--- config.mk ---
export PLATFORM = sky130hd
export DESIGN_NAME = dmc_regs
export DESIGN_NICKNAME = d
export VERILOG_FILES = /design/src/hdl/dmc_pkg.sv /design/src/hdl/dmc_regs.sv /design/src/hdl/dmc_sync.sv
export SDC_FILE = /design/constraint.sdc
export NUM_CORES = 1
export LEC_CHECK = 0
export BUFFER_PORTS_ARGS = -buffer_cell sky130_fd_sc_hd__clkbuf_2
export CAP_MARGIN = 30
export CORE_MARGIN = 2
export CORE_UTILIZATION = 63
export DETAILED_ROUTE_END_ITERATION = 8
export PLACE_DENSITY = 0.86
export SETUP_SLACK_MARGIN = 0.1
export SKIP_CTS_REPAIR_TIMING = 1
export SYNTH_ARGS = -nofsm -noshare
export SYNTH_HDL_FRONTEND = slang
export SYNTH_SLANG_ARGS = --single-unit
--- constraint.sdc ---
create_clock -name ref_clk -period 6 [get_ports ref_clk]
set_input_delay 0.9 -clock ref_clk [delete_from_list [all_inputs] [get_ports ref_clk]]
set_output_delay 0.9 -clock ref_clk [all_outputs]
set_load 0.005 [all_outputs]
--- src/hdl/dmc_pkg.sv ---
// Constants for the demodulator configuration register bank.
// Assumes 32-bit serial words, bit 0 shifted first, latched on a strobe.
package dmc_pkg;

   // ******************************************
   // Serial word layout
   // ******************************************
   localparam int WORD_W = 32;
   localparam int REG_SEL_LSB = 0;
   localparam int REG_SEL_W = 3;
   localparam int BANK_LSB = 3;
   localparam int BANK_W = 2;
   localparam int CNT_W = 6;
   localparam logic [CNT_W-1:0] WORD_BITS = 6'h20;
   localparam logic [CNT_W-1:0] CNT_OVER = 6'h21;
   localparam logic [BANK_W-1:0] BANK_SETUP = 2'h1;
   localparam logic [REG_SEL_W-1:0] REG_CAL = 3'h2;
   localparam logic [REG_SEL_W-1:0] REG_MIX = 3'h3;
   localparam logic [REG_SEL_W-1:0] REG_NOPROG = 3'h4;
   localparam logic [REG_SEL_W-1:0] REG_BIAS = 3'h5;

   // ******************************************
   // Calibration setup register fields
   // ******************************************
   localparam int AUTOCAL_BIT = 5;
   localparam int DAC_W = 8;
   localparam int IDAC_LSB = 6;
   localparam int QDAC_LSB = 14;
   localparam int IREF_LSB = 22;
   localparam int IREF_W = 2;
   localparam int CAL_MODE_BIT = 24;
   localparam int DIV_LSB = 25;
   localparam int DIV_W = 3;
   localparam int CLK_SRC_BIT = 28;
   localparam int OSC_TRIM_LSB = 29;
   localparam int OSC_TRIM_W = 3;
   localparam logic [WORD_W-1:0] CAL_RESET = 32'h71e0200a;

   // ******************************************
   // Mixer load and filter register fields
   // ******************************************
   localparam int LOAD_W = 6;
   localparam int I_MIXER_LOAD_SIDE_A_LSB = 5;
   localparam int I_MIXER_LOAD_SIDE_B_LSB = 11;
   localparam int Q_MIXER_LOAD_SIDE_A_LSB = 17;
   localparam int Q_MIXER_LOAD_SIDE_B_LSB = 23;
   localparam int BYPASS_BIT = 29;
   localparam int PEAK_LSB = 30;
   localparam int PEAK_W = 2;
   localparam logic [WORD_W-1:0] MIX_RESET = 32'h4000000b;

   // ******************************************
   // Bias trim register fields
   // ******************************************
   localparam int TRIM_LSB = 5;
   localparam int TRIM_W = 2;
   localparam int TRIM_N = 6;
   localparam logic [WORD_W-1:0] BIAS_RESET = 32'h0000aaad;
   localparam logic [WORD_W-1:0] BIAS_MASK = 32'h0001ffff;

   // ******************************************
   // Calibration clock divider ratios
   // ******************************************
   localparam int CAL_DIV_W = 15;
   localparam logic [CAL_DIV_W-1:0] DIV_R0 = 15'h0001;
   localparam logic [CAL_DIV_W-1:0] DIV_R1 = 15'h0008;
   localparam logic [CAL_DIV_W-1:0] DIV_R2 = 15'h0010;
   localparam logic [CAL_DIV_W-1:0] DIV_R3 = 15'h0080;
   localparam logic [CAL_DIV_W-1:0] DIV_R4 = 15'h0100;
   localparam logic [CAL_DIV_W-1:0] DIV_R5 = 15'h0400;
   localparam logic [CAL_DIV_W-1:0] DIV_R6 = 15'h0800;
   localparam logic [CAL_DIV_W-1:0] DIV_R7 = 15'h412c;
   localparam logic [CAL_DIV_W-1:0] DIV_ONE = 15'h0001;

endpackage : dmc_pkg

--- src/hdl/dmc_regs.sv ---
// Configuration register bank of the quadrature demodulator, loaded
// over the three-wire serial port, plus the calibration clock divider.
// Assumes serial pins, oscillator tick are asynchronous; cal_done is
// driven by calibration logic on ref_clk.
`timescale 1ns/1ps
module dmc_regs (
   input wire logic ref_clk,
   input wire logic reset_n,
   input wire logic clk_en,
   input wire logic ser_clk,
   input wire logic ser_data,
   input wire logic ser_latch,
   input wire logic osc_tick,
   input wire logic cal_done,
   output logic autocal_en,
   output logic [7:0] i_offset_dac_value,
   output logic [7:0] q_offset_dac_value,
   output logic [1:0] cal_ref_current_sel,
   output logic cal_mode_auto,
   output logic [2:0] cal_clk_div_sel,
   output logic cal_clk_src_osc,
   output logic [2:0] osc_trim,
   output logic cal_clk_tick,
   output logic [5:0] i_mixer_load_side_a,
   output logic [5:0] i_mixer_load_side_b,
   output logic [5:0] q_mixer_load_side_a,
   output logic [5:0] q_mixer_load_side_b,
   output logic filter_bypass,
   output logic [1:0] filter_peak_ctrl,
   output logic [1:0] mixer_transcond_trim,
   output logic [1:0] mixer_switch_vcm_trim,
   output logic [1:0] lo_buffer_trim,
   output logic [1:0] mixer_outbuf_trim,
   output logic [1:0] filter_trim,
   output logic [1:0] filter_outbuf_trim
);

   // ******************************************
   // State
   // ******************************************
   typedef struct packed {
      logic [dmc_pkg::WORD_W-1:0] shift;
      logic [dmc_pkg::CNT_W-1:0] nbits;
      logic clk_d;
      logic latch_d;
      logic osc_d;
      logic [dmc_pkg::WORD_W-1:0] cal_reg;
      logic [dmc_pkg::WORD_W-1:0] mix_reg;
      logic [dmc_pkg::WORD_W-1:0] bias_reg;
      logic [dmc_pkg::CAL_DIV_W-1:0] div_cnt;
      logic cal_tick;
   } dmc_regs_state_t;

   dmc_regs_state_t st;
   dmc_regs_state_t next_st;
   logic [3:0] pins_sync;
   logic s_clk;
   logic s_data;
   logic s_latch;
   logic s_osc;
   logic clk_rise;
   logic latch_rise;
   logic osc_rise;
   logic src_tick;
   logic word_ok;
   logic [dmc_pkg::REG_SEL_W-1:0] reg_sel;
   logic [dmc_pkg::BANK_W-1:0] bank_sel;

   function automatic logic [dmc_pkg::CAL_DIV_W-1:0] div_ratio(
      input logic [dmc_pkg::DIV_W-1:0] code
   );
      logic [dmc_pkg::CAL_DIV_W-1:0] r;
      r = dmc_pkg::DIV_R0;
      unique case (code)
         3'h0: r = dmc_pkg::DIV_R0;
         3'h1: r = dmc_pkg::DIV_R1;
         3'h2: r = dmc_pkg::DIV_R2;
         3'h3: r = dmc_pkg::DIV_R3;
         3'h4: r = dmc_pkg::DIV_R4;
         3'h5: r = dmc_pkg::DIV_R5;
         3'h6: r = dmc_pkg::DIV_R6;
         3'h7: r = dmc_pkg::DIV_R7;
      endcase
      return r;
   endfunction : div_ratio

   // ******************************************
   // Pin synchronisation
   // ******************************************
   dmc_sync #(
      .WIDTH(4)
   ) u_sync (
      .ref_clk(ref_clk),
      .reset_n(reset_n),
      .clk_en(clk_en),
      .d({osc_tick, ser_latch, ser_data, ser_clk}),
      .q(pins_sync)
   );

   assign s_clk = pins_sync[0];
   assign s_data = pins_sync[1];
   assign s_latch = pins_sync[2];
   assign s_osc = pins_sync[3];
   assign clk_rise = s_clk & ~st.clk_d;
   assign latch_rise = s_latch & ~st.latch_d;
   assign osc_rise = s_osc & ~st.osc_d;
   assign reg_sel = st.shift[dmc_pkg::REG_SEL_LSB +: dmc_pkg::REG_SEL_W];
   assign bank_sel = st.shift[dmc_pkg::BANK_LSB +: dmc_pkg::BANK_W];
   assign word_ok = latch_rise && (st.nbits == dmc_pkg::WORD_BITS);
   assign src_tick = st.cal_reg[dmc_pkg::CLK_SRC_BIT] ? osc_rise : clk_rise;

   // ******************************************
   // Next state
   // ******************************************
   always_comb begin
      next_st = st;
      if (clk_en) begin
         next_st.clk_d = s_clk;
         next_st.latch_d = s_latch;
         next_st.osc_d = s_osc;
         next_st.cal_tick = 1'b0;
         // Bit 0 arrives first, so it ends up at the bottom after 32 shifts
         if (clk_rise) begin
            next_st.shift = {s_data, st.shift[dmc_pkg::WORD_W-1:1]};
            if (st.nbits != dmc_pkg::CNT_OVER) begin
               next_st.nbits = st.nbits + 6'h01;
            end
         end
         // Calibration done clears the start bit; a host write wins
         if (cal_done && st.cal_reg[dmc_pkg::AUTOCAL_BIT]) begin
            next_st.cal_reg[dmc_pkg::AUTOCAL_BIT] = 1'b0;
         end
         // Short or long words are dropped so no register sees a
         // misaligned address
         if (latch_rise) begin
            next_st.nbits = '0;
         end
         if (word_ok && bank_sel == dmc_pkg::BANK_SETUP) begin
            unique case (reg_sel)
               dmc_pkg::REG_CAL: next_st.cal_reg = st.shift;
               dmc_pkg::REG_MIX: next_st.mix_reg = st.shift;
               dmc_pkg::REG_BIAS: next_st.bias_reg =
                  st.shift & dmc_pkg::BIAS_MASK;
               default: ;
            endcase
         end
         // Divider runs only while a calibration is requested
         if (!st.cal_reg[dmc_pkg::AUTOCAL_BIT]) begin
            next_st.div_cnt = '0;
         end else if (src_tick) begin
            if (st.div_cnt + dmc_pkg::DIV_ONE >= div_ratio(
                  st.cal_reg[dmc_pkg::DIV_LSB +: dmc_pkg::DIV_W])) begin
               next_st.div_cnt = '0;
               next_st.cal_tick = 1'b1;
            end else begin
               next_st.div_cnt = st.div_cnt + dmc_pkg::DIV_ONE;
            end
         end
      end
   end

   always_ff @(posedge ref_clk) begin
      if (!reset_n) begin
         st <= '{shift: '0, nbits: '0, clk_d: 1'b0, latch_d: 1'b0,
                 osc_d: 1'b0, cal_reg: dmc_pkg::CAL_RESET,
                 mix_reg: dmc_pkg::MIX_RESET,
                 bias_reg: dmc_pkg::BIAS_RESET, div_cnt: '0,
                 cal_tick: 1'b0};
      end else begin
         st <= next_st;
      end
   end

   // ******************************************
   // Field outputs, all slices of registers
   // ******************************************
   assign autocal_en = st.cal_reg[dmc_pkg::AUTOCAL_BIT];
   assign i_offset_dac_value = st.cal_reg[dmc_pkg::IDAC_LSB +: dmc_pkg::DAC_W];
   assign q_offset_dac_value =
      st.cal_reg[dmc_pkg::QDAC_LSB +: dmc_pkg::DAC_W];
   assign cal_ref_current_sel =
      st.cal_reg[dmc_pkg::IREF_LSB +: dmc_pkg::IREF_W];
   assign cal_mode_auto = st.cal_reg[dmc_pkg::CAL_MODE_BIT];
   assign cal_clk_div_sel = st.cal_reg[dmc_pkg::DIV_LSB +: dmc_pkg::DIV_W];
   assign cal_clk_src_osc = st.cal_reg[dmc_pkg::CLK_SRC_BIT];
   assign osc_trim =
      st.cal_reg[dmc_pkg::OSC_TRIM_LSB +: dmc_pkg::OSC_TRIM_W];
   assign cal_clk_tick = st.cal_tick;
   assign i_mixer_load_side_a =
      st.mix_reg[dmc_pkg::I_MIXER_LOAD_SIDE_A_LSB +: dmc_pkg::LOAD_W];
   assign i_mixer_load_side_b =
      st.mix_reg[dmc_pkg::I_MIXER_LOAD_SIDE_B_LSB +: dmc_pkg::LOAD_W];
   assign q_mixer_load_side_a =
      st.mix_reg[dmc_pkg::Q_MIXER_LOAD_SIDE_A_LSB +: dmc_pkg::LOAD_W];
   assign q_mixer_load_side_b =
      st.mix_reg[dmc_pkg::Q_MIXER_LOAD_SIDE_B_LSB +: dmc_pkg::LOAD_W];
   assign filter_bypass = st.mix_reg[dmc_pkg::BYPASS_BIT];
   assign filter_peak_ctrl = st.mix_reg[dmc_pkg::PEAK_LSB +: dmc_pkg::PEAK_W];
   assign mixer_transcond_trim =
      st.bias_reg[dmc_pkg::TRIM_LSB +: dmc_pkg::TRIM_W];
   assign mixer_switch_vcm_trim =
      st.bias_reg[dmc_pkg::TRIM_LSB + dmc_pkg::TRIM_W +: dmc_pkg::TRIM_W];
   assign lo_buffer_trim =
      st.bias_reg[dmc_pkg::TRIM_LSB + 2*dmc_pkg::TRIM_W +: dmc_pkg::TRIM_W];
   assign mixer_outbuf_trim =
      st.bias_reg[dmc_pkg::TRIM_LSB + 3*dmc_pkg::TRIM_W +: dmc_pkg::TRIM_W];
   assign filter_trim =
      st.bias_reg[dmc_pkg::TRIM_LSB + 4*dmc_pkg::TRIM_W +: dmc_pkg::TRIM_W];
   assign filter_outbuf_trim =
      st.bias_reg[dmc_pkg::TRIM_LSB + 5*dmc_pkg::TRIM_W +: dmc_pkg::TRIM_W];

endmodule : dmc_regs

--- src/hdl/dmc_sync.sv ---
// Two-flop synchroniser for a group of asynchronous pin levels.
// Assumes the inputs are levels; edges are found after the second flop.
`timescale 1ns/1ps
module dmc_sync #(
   parameter int WIDTH = 4
) (
   input wire logic ref_clk,
   input wire logic reset_n,
   input wire logic clk_en,
   input wire logic [WIDTH-1:0] d,
   output logic [WIDTH-1:0] q
);

   typedef struct packed {
      logic [WIDTH-1:0] meta;
      logic [WIDTH-1:0] stable;
   } dmc_sync_state_t;

   dmc_sync_state_t st;
   dmc_sync_state_t next_st;

   always_comb begin
      next_st = st;
      if (clk_en) begin
         next_st.meta = d;
         next_st.stable = st.meta;
      end
   end

   always_ff @(posedge ref_clk) begin
      if (!reset_n) begin
         st <= '0;
      end else begin
         st <= next_st;
      end
   end

   assign q = st.stable;

endmodule : dmc_sync

==> run summary, run 1 <==
In the final routed layout, each cell accounts on average for 15.3 um. Global routing finished with a remaining overflow of 0. The latest clock arrival within the worst-skew pair is 0.53 ns. The tightest hold margin came out at 0.466 ns. The total via count after detailed routing came out at 4983.

The number of DRC markers in iteration 0 is 240. In this run the clock root is driven by a sky130_fd_sc_hd__clkbuf_8. The via count of the first global-routing pass is 4730. The async set or reset register ratio after synthesis came out at 0. The count of final max-slew check failures is 0. The die covers 11100 um2. Measured along the x axis, the die boundary spans 105 um.

The share of final-layout standard cells stronger than drive strength 1 came out at 0.183. The fraction of the core area covered by cells at the end of the flow is 0.712. The post-synthesis register bit count came out at 139. The clock slew seen by the registers of the worst setup and hold paths came out at 0.06 ns.

The placer's final routability congestion estimate is 0.865. The path type of the worst setup path is reg -> reg. The worst setup path is captured at a flip-flop. The count of synthesis-stage warnings from yosys came out at 0. The number of distinct library cells after synthesis is 59. The clock sink count is 139. The most used flip-flop cell after synthesis is sky130_fd_sc_hd__dfxtp_1. For this design the ratio of total power to cell area is 287 nW/um2. The worst setup path is launched from a flip-flop. The post-synthesis instance total came out at 739. The post-synthesis instance area is 6450 um2. The pin count of the biggest net entering global routing is 69.

The aggregate negative setup slack came out at 0 ns. The count of antenna diodes in the layout is 0. The number of nets with antenna violations after routing came out at 0.

The number of placed instances, taps included, is 847. The wire length of the first global-routing pass came out at 22.5 mm. The final cell count without fillers came out at 880. Summed over all nets, the half-perimeter wirelength after detailed placement is 8.82 mm. The transition time at the pin with the least slew margin came out at 1.01 ns. The maximum buffer depth of the clock tree came out at 2. The run finished with clean final reports. The number of enable flip-flop cells after synthesis is 0. The number of nets handed over by synthesis was 763. The initial utilization of the core area, before any placement, comes to 0.653. The initialized floorplan defines 36 standard-cell rows.

The floorplan die height is 105 um. After layout, the minimum clock period comes to 3.73 ns. The maximum fanout count along the critical path is 14. The total routed wirelength is 13.5 mm. Setup violations remaining at the end of the flow were counted as 0. The worst hold path belongs to the class reg -> reg. The clock tree from TritonCTS is built. The worst reg2reg path startpoint is st[1]$_SDFFE_PN0P_. In the routed design, unresolved DRC markers number 0.

The iteration count of the initial detailed-routing pass is 5. The max capacitance violation total came out at 0. For this run, the register share of the synthesized area comes to 0.432. The number of H-tree branching levels is 4. The critical path startpoint is st[1]$_SDFFE_PN0P_. Dividing the synthesized area by the synthesized cell count gives 8.72 um2. The top achievable clock speed came out at 268 MHz. The placeable core region is 9860 um2. For the worst setup path, the data required time is 6.41 ns.

For this design the static power due to leakage is 2.81 nW. The number of buffers added by the clock tree synthesis step is 17. The number of antenna violations at the first check in global routing came out at 0.

In this run the most critical hold path is launched from i_mixer_load_side_a[3]$_SDFFE_PN0P_. The area growth from synthesis to layout is 8.89%. Setup repair after global routing left no endpoint under its margin. For this design the top-level I/O count stands at 75.

For this run, the total global-route usage over all layers was measured as 0.252. The worst clock skew came out at 0.0102 ns. The data arrival time at the worst-slack endpoint came out at 4.14 ns.

IR analysis of the VDD net gives a maximum drop of 0.203 mV. In the routed layout, each cell is associated on average with a via count of 5.66. The number of buffers inserted by port buffering came out at 74. Of the available clock period, the critical path in the final layout requires 0.622. The hold violation count in the final report came out at 0. The worst slew margin relative to its limit came out at 0.324. The net count reported at finish came out at 758.
report_power, final:
| part | switching [mW] | internal [mW] |
|---|---|---|
| registers | 0.00250 | 0.926 |
| clock network | 0.410 | 0.639 |
| logic | 0.0235 | 0.0164 |
registers in the layout (all words and copies together), names as in the netlist, 2 cells and up, named ones only:
name and cells:
mixer_switch_vcm_trim 2, i_mixer_load_side_b 6, u_sync.st 4, reg_sel 3, q_offset_dac_value 8, i_mixer_load_side_a 6, bank_sel 2, filter_trim 2
cal_ref_current_sel 2, mixer_outbuf_trim 2, q_mixer_load_side_b 6, lo_buffer_trim 2, i_offset_dac_value 8, mixer_transcond_trim 2, u_sync.q 4, st 51
filter_outbuf_trim 2, filter_peak_ctrl 2, osc_trim 3, q_mixer_load_side_a 6, cal_clk_div_sel 3
placed cells by master (no fill, tap or decap), types with 14 or more instances in the layout:
cell type,synthesis,layout
sky130_fd_sc_hd__inv_1,18,18
sky130_fd_sc_hd__a21boi_0,76,76
sky130_fd_sc_hd__nor2b_1,20,20
sky130_fd_sc_hd__clkbuf_16,0,16
sky130_fd_sc_hd__mux2i_1,24,24
sky130_fd_sc_hd__ha_1,16,16
sky130_fd_sc_hd__dfxtp_1,139,139
sky130_fd_sc_hd__nand2_1,200,200
sky130_fd_sc_hd__clkbuf_2,0,73
sky130_fd_sc_hd__nand3_1,14,14
metrics by stage:
step	area [um2]	power (mW)	setup WS [ns]
6_report	7020	2.02	2.27
3_5_place_dp	6410	0.988	2.32
5_1_grt	7020	2.07	2.07
3_3_place_gp	6360	0.987	2.47
4_1_cts	7000	2.03	2.34
2_1_floorplan	6450	0.979	3.14
area by class of cell:
class	instances	area (um2)
Clock buffer	17	414
Clock inverter	15	183
Fill cell	744	2850
Inverter	18	67.6
Multi-Input combinational cell	479	2960
Sequential cell	139	2780
Tap cell	133	166
Timing Repair Buffer	79	443
worst max-delay path, cell delays in order (launching register included):
cell and delay, ns:
sky130_fd_sc_hd__dfxtp_1 0.41, sky130_fd_sc_hd__ha_1 0.24, sky130_fd_sc_hd__nand4_1 0.34, sky130_fd_sc_hd__nor3_1 0.31, sky130_fd_sc_hd__and3_1 0.20, sky130_fd_sc_hd__xor2_1 0.09
sky130_fd_sc_hd__ha_1 0.38, sky130_fd_sc_hd__and4_1 0.21, sky130_fd_sc_hd__nand4_1 0.14, sky130_fd_sc_hd__a311oi_4 0.82, sky130_fd_sc_hd__nor3_2 0.17, sky130_fd_sc_hd__a32o_1 0.31
cell families after synthesis:
group / share of synthesized area
AOI/OAI and AO/OA: 0.163
xor gates and xnor gates: 0.0109
adders and majority gates: 0.0311
buffers and inverters: 0.109
DFF: 0.432
muxes: 0.0390
and+or+nand+nor: 0.216
cells in the mapped netlist (4+ instances only):
| library cell | instances | share of area |
|---|---|---|
| sky130_fd_sc_hd__a2111oi_2 | 7 | 0.016 |
| sky130_fd_sc_hd__a21boi_0 | 76 | 0.089 |
| sky130_fd_sc_hd__a21o_1 | 8 | 0.0093 |
| sky130_fd_sc_hd__a21oi_1 | 4 | 0.0031 |
| sky130_fd_sc_hd__a32o_1 | 4 | 0.0062 |
| sky130_fd_sc_hd__and2_1 | 4 | 0.0039 |
| sky130_fd_sc_hd__and3_1 | 5 | 0.0049 |
| sky130_fd_sc_hd__buf_2 | 4 | 0.0031 |
| sky130_fd_sc_hd__buf_4 | 63 | 0.073 |
| sky130_fd_sc_hd__clkbuf_1 | 33 | 0.019 |
| sky130_fd_sc_hd__dfxtp_1 | 139 | 0.43 |
| sky130_fd_sc_hd__ha_1 | 16 | 0.031 |
| sky130_fd_sc_hd__inv_1 | 18 | 0.010 |
| sky130_fd_sc_hd__mux2i_1 | 24 | 0.037 |
| sky130_fd_sc_hd__nand2_1 | 200 | 0.12 |
| sky130_fd_sc_hd__nand2b_1 | 6 | 0.0058 |
| sky130_fd_sc_hd__nand3_1 | 14 | 0.011 |
| sky130_fd_sc_hd__nand3b_1 | 4 | 0.0047 |
| sky130_fd_sc_hd__nand4_1 | 6 | 0.0058 |
| sky130_fd_sc_hd__nor2_1 | 13 | 0.0076 |
| sky130_fd_sc_hd__nor2b_1 | 20 | 0.019 |
| sky130_fd_sc_hd__nor3_1 | 6 | 0.0047 |
| sky130_fd_sc_hd__o21ai_0 | 7 | 0.0054 |
| sky130_fd_sc_hd__or2_2 | 5 | 0.0049 |
| sky130_fd_sc_hd__or3_1 | 4 | 0.0039 |
| sky130_fd_sc_hd__xor2_1 | 7 | 0.0095 |
path summary, 6_finish.rpt:
check / endpoint / slack [ns] / depth (start not counted)
setup / recovery: st[5]$_SDFFE_PN0P_ / 2.27 / 11
hold / removal: i_mixer_load_side_a[3]$_SDFFE_PN0P_ / 0.47 / 2
setup reg to reg: st[5]$_SDFFE_PN0P_ / 2.27 / 11
hold reg to reg: i_mixer_load_side_a[3]$_SDFFE_PN0P_ / 0.47 / 2
per-layer routing:
layer / vias to the layer above / track usage / part of all wire
met2: 182 / 0.400 / 0.47
met3: 21 / 0.0649 / 0.072
li1: 2404 / - / -
met4: 0 / 0.115 / 0.020
met5: - / 0 / 0
met1: 2376 / 0.322 / 0.44
Power figures use the tool's default switching activity.
==> run 2: changes to the inputs <==
- CORE_UTILIZATION: 63 -> 53
- PLACE_DENSITY: 0.86 -> 0.77
- clock period: 6 -> 3.1 ns (I/O delays scaled with it)
==> run 2 against run 1 <==
Against the previous run:
- flip-flop and latch count unchanged
- combinational power grew 100%
- highest routed layer unchanged
- die area is 18% higher
- setup slack worse by 2.1 ns
- register-to-register slack worse by 2.1 ns
- critical endpoint is now st[13]$_SDFFE_PN0P_
- final area grew 3.9%
- clock power up 89%
==> run summary, run 2 (synthesized netlist as in run 1, its figures left out) <==
The run finished with clean final reports. The number of ports placed on the die boundary is 75. The path with the worst hold slack has its endpoint at u_sync.st[6]$_SDFFE_PN0P_. The number of flip-flops in the largest register came out at 51. The floorplan step defined a die boundary enclosing 13100 um2. Of the cells placed in the final design, the portion with a size suffix greater than 1 is 0.231.

The sequential cells in the finished layout cover a total of 2790 um2. The setup violation total in the final timing report is 0. On the critical path, the stage with the largest delay is an instance of sky130_fd_sc_hd__or4_4. The placer's final routability congestion estimate came out at 0.905. The first global-routing pass estimated 23.0 mm of wire. The detail-routed net length per standard cell is 15.3 um.

The total power draw came out at 3.86 mW. The tool flagged a number of max-cap violations equal to 0. The worst slew margin relative to its limit came out at 0.567.

The maximum fanout count along the critical path is 7. The number of H-tree branching levels came out at 4. The type of origin of the critical path is a flip-flop. TritonCTS built the clock tree.

The iteration count of the initial detailed-routing pass is 5. The overall fraction of global-route tracks in use is 0.222. The power per cell area came out at 529 nW/um2. The longest individual stage delay on the worst path is 0.50 ns. For this design the static power due to leakage is 2.95 nW.

The required time at the worst-slack endpoint is 3.45 ns. The aggregate negative setup slack is 0 ns. Compared with the post-synthesis result, the final layout area differs by 13.2%. Across all hold checks on the routed design, the worst slack comes to 0.319 ns.

The worst hold path cell count came out at 3. The number of antenna violations at the first check in global routing came out at 0. The number of DRC markers in iteration 0 came out at 329.

Summed over all nets, the half-perimeter wirelength after detailed placement is 9.42 mm. The largest voltage drop on the vdd net came out at 0.373 mV. The number of cells on the worst reg-to-reg path came out at 11. The final cell count without fillers came out at 922. The critical path goes through nand4_1, nor3_2, nand3_1, nand2_1, nand2_1, ha_2, or4_4, o311ai_4, nand3_4, or4_4, a2bb2oi_2. The final clock period utilization by the worst path is 0.933. The repair_antennas step left the layout with diodes totalling 0. The total via count after detailed routing is 5050. The hold violation count in the final report came to 0. The placeable core region came out at 12000 um2. CTS saw 139 sinks. The worst hold path begins at ser_latch. The net count reported at finish is 786. The clock slew seen by the registers of the worst setup and hold paths came out at 0.06 ns.

The number of buffers inserted by port buffering is 74. The critical path in this run is classified as reg -> reg. The latest clock arrival within the worst-skew pair came out at 0.42 ns. The filler cell count is 998.

In the routed design, unresolved DRC markers number 0. The count of final max-slew check failures came to 0. CTS placed an instance of sky130_fd_sc_hd__clkbuf_16 at the clock tree root. The routed design has 14.1 mm of wire. The residual overflow from global routing is 0.

The data arrival time at the worst-slack endpoint is 3.24 ns. The number of vias per cell after detailed routing came out at 5.48. Setup repair after global routing could not meet its margin everywhere. The maximum buffer depth of the clock tree is 2. The x dimension of the die came out at 114 um. STA classifies the critical path endpoint as a flip-flop. After detailed placement, the design holds a cell count of 885. Setup slack on the worst reg-to-reg path comes out at 0.21 ns.

The number of buffers added by the clock tree synthesis step is 17. The worst clock skew is 0.0177 ns. Leaving out fill and tap cells, the most frequent cell in the layout is sky130_fd_sc_hd__nand2_1.

More flip-flops sit in one register than any other, and that register is st. The worst register-to-register path begins at st[8]$_SDFFE_PN0P_. The combined area of the multi-input logic cells came out at 3040 um2. The pin count of the biggest net entering global routing came out at 48.

The transition time at the pin with the least slew margin is 0.642 ns. The number of nets with antenna violations after routing is 0. In this run the vertical extent of the chip is 114 um. In the layout the commonest cells are sky130_fd_sc_hd__nand2_1 (199), sky130_fd_sc_hd__dfxtp_1 (135), sky130_fd_sc_hd__a21boi_0 (76). The via count of the first global-routing pass came to 4766. The top achievable clock speed came out at 346 MHz. The type of the most critical hold path is in -> reg.

The floorplan row count came out at 40. The endpoint identified for the worst register-to-register timing path is st[13]$_SDFFE_PN0P_. The worst path needs 2.89 ns of the cycle, external delays included. The effective utilization at floorplan is 0.539.
run 2: worst max-delay path: cells and delay by family, from the launching register on:
family | cells | cell delay, ns
adder cells (fa/ha/maj) | 1 | 0.19
AND/OR/NAND/NOR | 8 | 1.80
flip-flops | 1 | 0.36
AO/OA/AOI/OAI | 2 | 0.48
run 2: power breakdown:
group	total [mW]	internal, mW	leakage, nW	switching, mW
registers	1.80	1.79	1.12	0.00440
clock network	1.98	1.24	0.287	0.743
logic	0.0816	0.0338	1.54	0.0478
total	3.86	3.06	2.95	0.796
run 2: layout make-up:
| type | instances | share of cell area |
|---|---|---|
| flip-flops and latches | 139 | 0.382 |
| inverters | 18 | 0.00926 |
| multi-input cells | 479 | 0.417 |
| well taps | 147 | 0.0252 |
| clock buffers | 20 | 0.0640 |
| repair buffers | 107 | 0.0857 |
| clock inverters | 12 | 0.0166 |
run 2: worst max-delay path by stage:
stage / slack [ns] / depth (start not counted) / from / endpoint
2_1_floorplan: 0.24 / 13 / st[1]$_SDFFE_PN0P_ / st[10]$_SDFFE_PN0P_
3_3_place_gp: 0.16 / 11 / st[8]$_SDFFE_PN0P_ / st[13]$_SDFFE_PN0P_
3_5_place_dp: 0.09 / 11 / st[8]$_SDFFE_PN0P_ / st[13]$_SDFFE_PN0P_
4_1_cts: 0.05 / 11 / st[8]$_SDFFE_PN0P_ / st[13]$_SDFFE_PN0P_
5_1_grt: 0.08 / 11 / st[8]$_SDFFE_PN0P_ / st[13]$_SDFFE_PN0P_
6_report: 0.21 / 11 / st[8]$_SDFFE_PN0P_ / st[13]$_SDFFE_PN0P_
run 2: through the flow:
stage                     instance area [um2]  utilization  setup slack [ns]
final                                    7300        0.610             0.209
after global routing                     7300        0.610            0.0806
after CTS                                7170        0.599            0.0549
after detailed placement                 6580        0.550            0.0903
after global placement                   6580        0.550             0.160
after floorplan                          6450            -             0.243
run 2: per-layer routing:
metal / global-route usage / up-vias / wire, um
li1: - / 2456 / -
met1: 0.288 / 2438 / 6390
met2: 0.353 / 136 / 6690
met3: 0.0582 / 20 / 781
met4: 0.0894 / 0 / 197
met5: 0 / - / 0
==> run 3: changes to the inputs <==
- ABC_AREA: unset -> 1
==> run 3 against run 2 <==
Against the previous run:
- routed wire length fell by 8.9%
- clock skew fell by 0.011 ns
- combinational power grew 46%
- setup slack improved by 0.20 ns
- register-to-register slack gained 0.20 ns
- hold slack worse by 0.043 ns
- clock power fell by 5%
- cell count increased by 4.0%
- via count shrank 3.0%
- area after synthesis shrank 1.6%
- non-clock buffer count down 22
- largest cell class is now sequential cells
==> run summary, run 3 <==
The number of antenna violations at the first check in global routing is 0. The transition time at the pin with the least slew margin is 0.620 ns. The data arrival time at the worst-slack endpoint is 2.96 ns.

The top register by number of flip-flops is st. The final cell count without fillers is 959. The cell taking the most area after synthesis is sky130_fd_sc_hd__dfxtp_1. In this run, synthesis inferred 0 flip-flops with an integrated enable. The die covers 12900 um2. By instance count, the cell type seen most on the critical path is sky130_fd_sc_hd__nand2_1.

The slowest stage of the critical path is the sky130_fd_sc_hd__dfxtp_1 cell. The net count reported at finish is 827. For this run, the top clock speed supported by timing is 372 MHz. The required time at the worst-slack endpoint came out at 3.37 ns.

The number of DRC markers in iteration 0 is 275. Traced cell by cell, the critical path runs through ha_1, nand2_2, nor2_2, nand2_1, nor2_1, nand2_1, xor2_1, inv_1, ha_1, nand3_1, nand2_1, inv_2, nand2_2, nor2_8, nand3_1, nand2_1, a21oi_1. The post-synthesis register bit count came out at 139. The type of origin of the critical path is a flip-flop. The async set or reset register ratio after synthesis came out at 0. The number of vias per cell after detailed routing came out at 5.11. Across the run, the number of max-cap violations was 0.

The first detailed-routing pass took 5 iterations. 75 I/O pins were placed. On the final layout, the worst hold slack is 0.276 ns. Across the VDD grid, the largest voltage drop is 0.359 mV. The via count of the first global-routing pass is 4543. The fraction of the yosys area taken by sequential cells is 0.439. Summed over all cells, the static leakage comes to 3.06 nW. The detail-routed net length per standard cell came out at 13.4 um. CTS built an H-tree with a depth of 4. Counting every net in the synthesized netlist gives 823. The hold violation count in the final report is 0.

The wire length of the first global-routing pass is 21.9 mm. 0 antenna diodes ended up in the layout. The root buffer cell chosen for the clock tree is sky130_fd_sc_hd__clkbuf_16. The number of buffers inserted by port buffering came out at 74. After synthesis, the most frequently instantiated cells are sky130_fd_sc_hd__dfxtp_1 (139), sky130_fd_sc_hd__inv_1 (107), sky130_fd_sc_hd__nor2_1 (89), sky130_fd_sc_hd__nand2_1 (75), sky130_fd_sc_hd__a21oi_1 (71). Counting every instance in the synthesized netlist gives 799.

The placer's final routability congestion estimate is 0.916. The worst clock skew is 0.00657 ns. The final clock period utilization by the worst path is 0.867. The total via count after detailed routing is 4897. The total routed wirelength came out at 12.8 mm.

The top cell types in the final layout, fill and taps aside, are sky130_fd_sc_hd__dfxtp_1 (138), sky130_fd_sc_hd__inv_1 (107), sky130_fd_sc_hd__nor2_1 (88). The HPWL reported at the end of detailed placement is 8.49 mm. After synthesis, the cell types taking the most area are sky130_fd_sc_hd__dfxtp_1 (44%), sky130_fd_sc_hd__buf_4 (7.5%), sky130_fd_sc_hd__inv_1 (6.3%), sky130_fd_sc_hd__a21oi_1 (5.6%), sky130_fd_sc_hd__nor2_1 (5.3%). Summing all placed instances gives a cell area of 6350 um2. In this run the mean area of a mapped cell was 7.94 um2. The worst slew margin relative to its limit came out at 0.585. The flow ran to the end, and the final reports show no timing, DRC or antenna violations.

The most common library cell in the layout ignoring fill and taps is sky130_fd_sc_hd__dfxtp_1. The min-delay analysis places its worst path in the category in -> reg. The placeable core region came out at 11600 um2. For the worst-skew pair, the clock arrives at the later sink with an insertion delay of 0.42 ns.

In the post-synthesis netlist, the cell with the most instances is sky130_fd_sc_hd__dfxtp_1. The share of final-layout standard cells stronger than drive strength 1 is 0.188. The finished cells cover 6910 um2. The maximum fanout count along the critical path came out at 16.

TritonCTS built the clock tree. The number of buffers added by the clock tree synthesis step is 17. The number of placed instances with taps included came out at 926. The clock slew seen by the registers of the worst setup and hold paths is 0.05 ns. The critical path capture point type is a flip-flop. The setup violation total in the final timing report came out at 0.

The number of distinct library cells after synthesis is 39. Measured along the x axis, the die boundary spans 113 um. The setup path with the least slack is of type reg -> reg. The initialized floorplan defines 39 standard-cell rows. The count of synthesis-stage warnings from yosys is 0. The effective utilization at floorplan came out at 0.549. The final critical path time including I/O delays and setup came out at 2.69 ns. The power per cell area came out at 557 nW/um2. The number of nets with antenna violations after routing is 0. The number of DRC violations after detailed routing is 0. The post-synthesis instance area came out at 6340 um2. The pin count of the biggest net entering global routing is 55. The floorplan die height came out at 113 um.

Setup repair after global routing left no endpoint under its margin. The clock sink count is 139. The maximum buffer depth of the clock tree is 2. The most used flip-flop cell after synthesis is sky130_fd_sc_hd__dfxtp_1. The residual overflow from global routing came out at 0. The layout overhead on the synthesized area came out at 8.92%.

For this run, the slowest stage of the critical path takes 0.39 ns. The count of final max-slew check failures was 0. The aggregate negative setup slack is 0 ns. Across every metal layer, demand over resource in global routing totals 0.213. The register with the most flip-flops in the layout has 51 of them. The share of synthesized area in the top cell type comes to 0.439.
==> run 3: power breakdown <==
group	leakage (nW)	total [mW]	internal, mW	switching, mW
clock network	0.267	1.89	1.16	0.726
registers	1.13	1.84	1.82	0.0249
logic	1.67	0.119	0.0342	0.0845
==> run 3: path summary, 6_finish.rpt <==
kind                                          to  cells past startpoint  slack (ns)                                 from
max                    cal_clk_tick$_SDFFE_PN0P_                     17        0.41                   st[2]$_SDFFE_PN0P_
min                    u_sync.st[5]$_SDFFE_PN0P_                      3        0.28                             ser_data
max reg2reg            cal_clk_tick$_SDFFE_PN0P_                     17        0.41                   st[2]$_SDFFE_PN0P_
min reg2reg  q_mixer_load_side_b[0]$_SDFFE_PN0P_                      2        0.45  q_mixer_load_side_b[0]$_SDFFE_PN0P_
==> run 3: area by class of cell <==
type | count | area, um2
fillers | 1033 | 4660
flip-flops and latches | 139 | 2780
multi-input cells | 448 | 2520
clock buffers | 25 | 485
repair buffers | 85 | 453
inverters | 112 | 420
well taps | 143 | 179
clock inverters | 7 | 65.1
==> run 3: per-stage QoR <==
step	power (mW)	util	worst slack, ns
floorplan	1.96	-	0.658
global placement	2.00	0.549	0.495
detailed placement	2.00	0.549	0.384
CTS	3.87	0.597	0.360
global route	3.99	0.597	0.153
finish	3.85	0.597	0.412
==> run 3: logic make-up after synthesis <==
group | synth area share
buffers and inverters | 0.165
AOI/OAI and AO/OA | 0.172
xor gates and xnor gates | 0.00966
adders and majority gates | 0.0316
and+or+nand+nor | 0.182
DFF | 0.439
==> run 3: per-layer routing <==
metal,wire (um),GRT usage
met5,0,0
met2,6080,0.343
met1,6000,0.276
met3,525,0.0537
met4,197,0.0846
==> run 3: critical path, delay by kind of cell (launching register included) <==
kind,cells,cell delay (ns)
AOI/OAI and AO/OA,1,0.05
xor gates and xnor gates,1,0.18
adders and majority gates,2,0.53
buffers and inverters,2,0.11
DFF,1,0.39
and+or+nand+nor,11,1.26
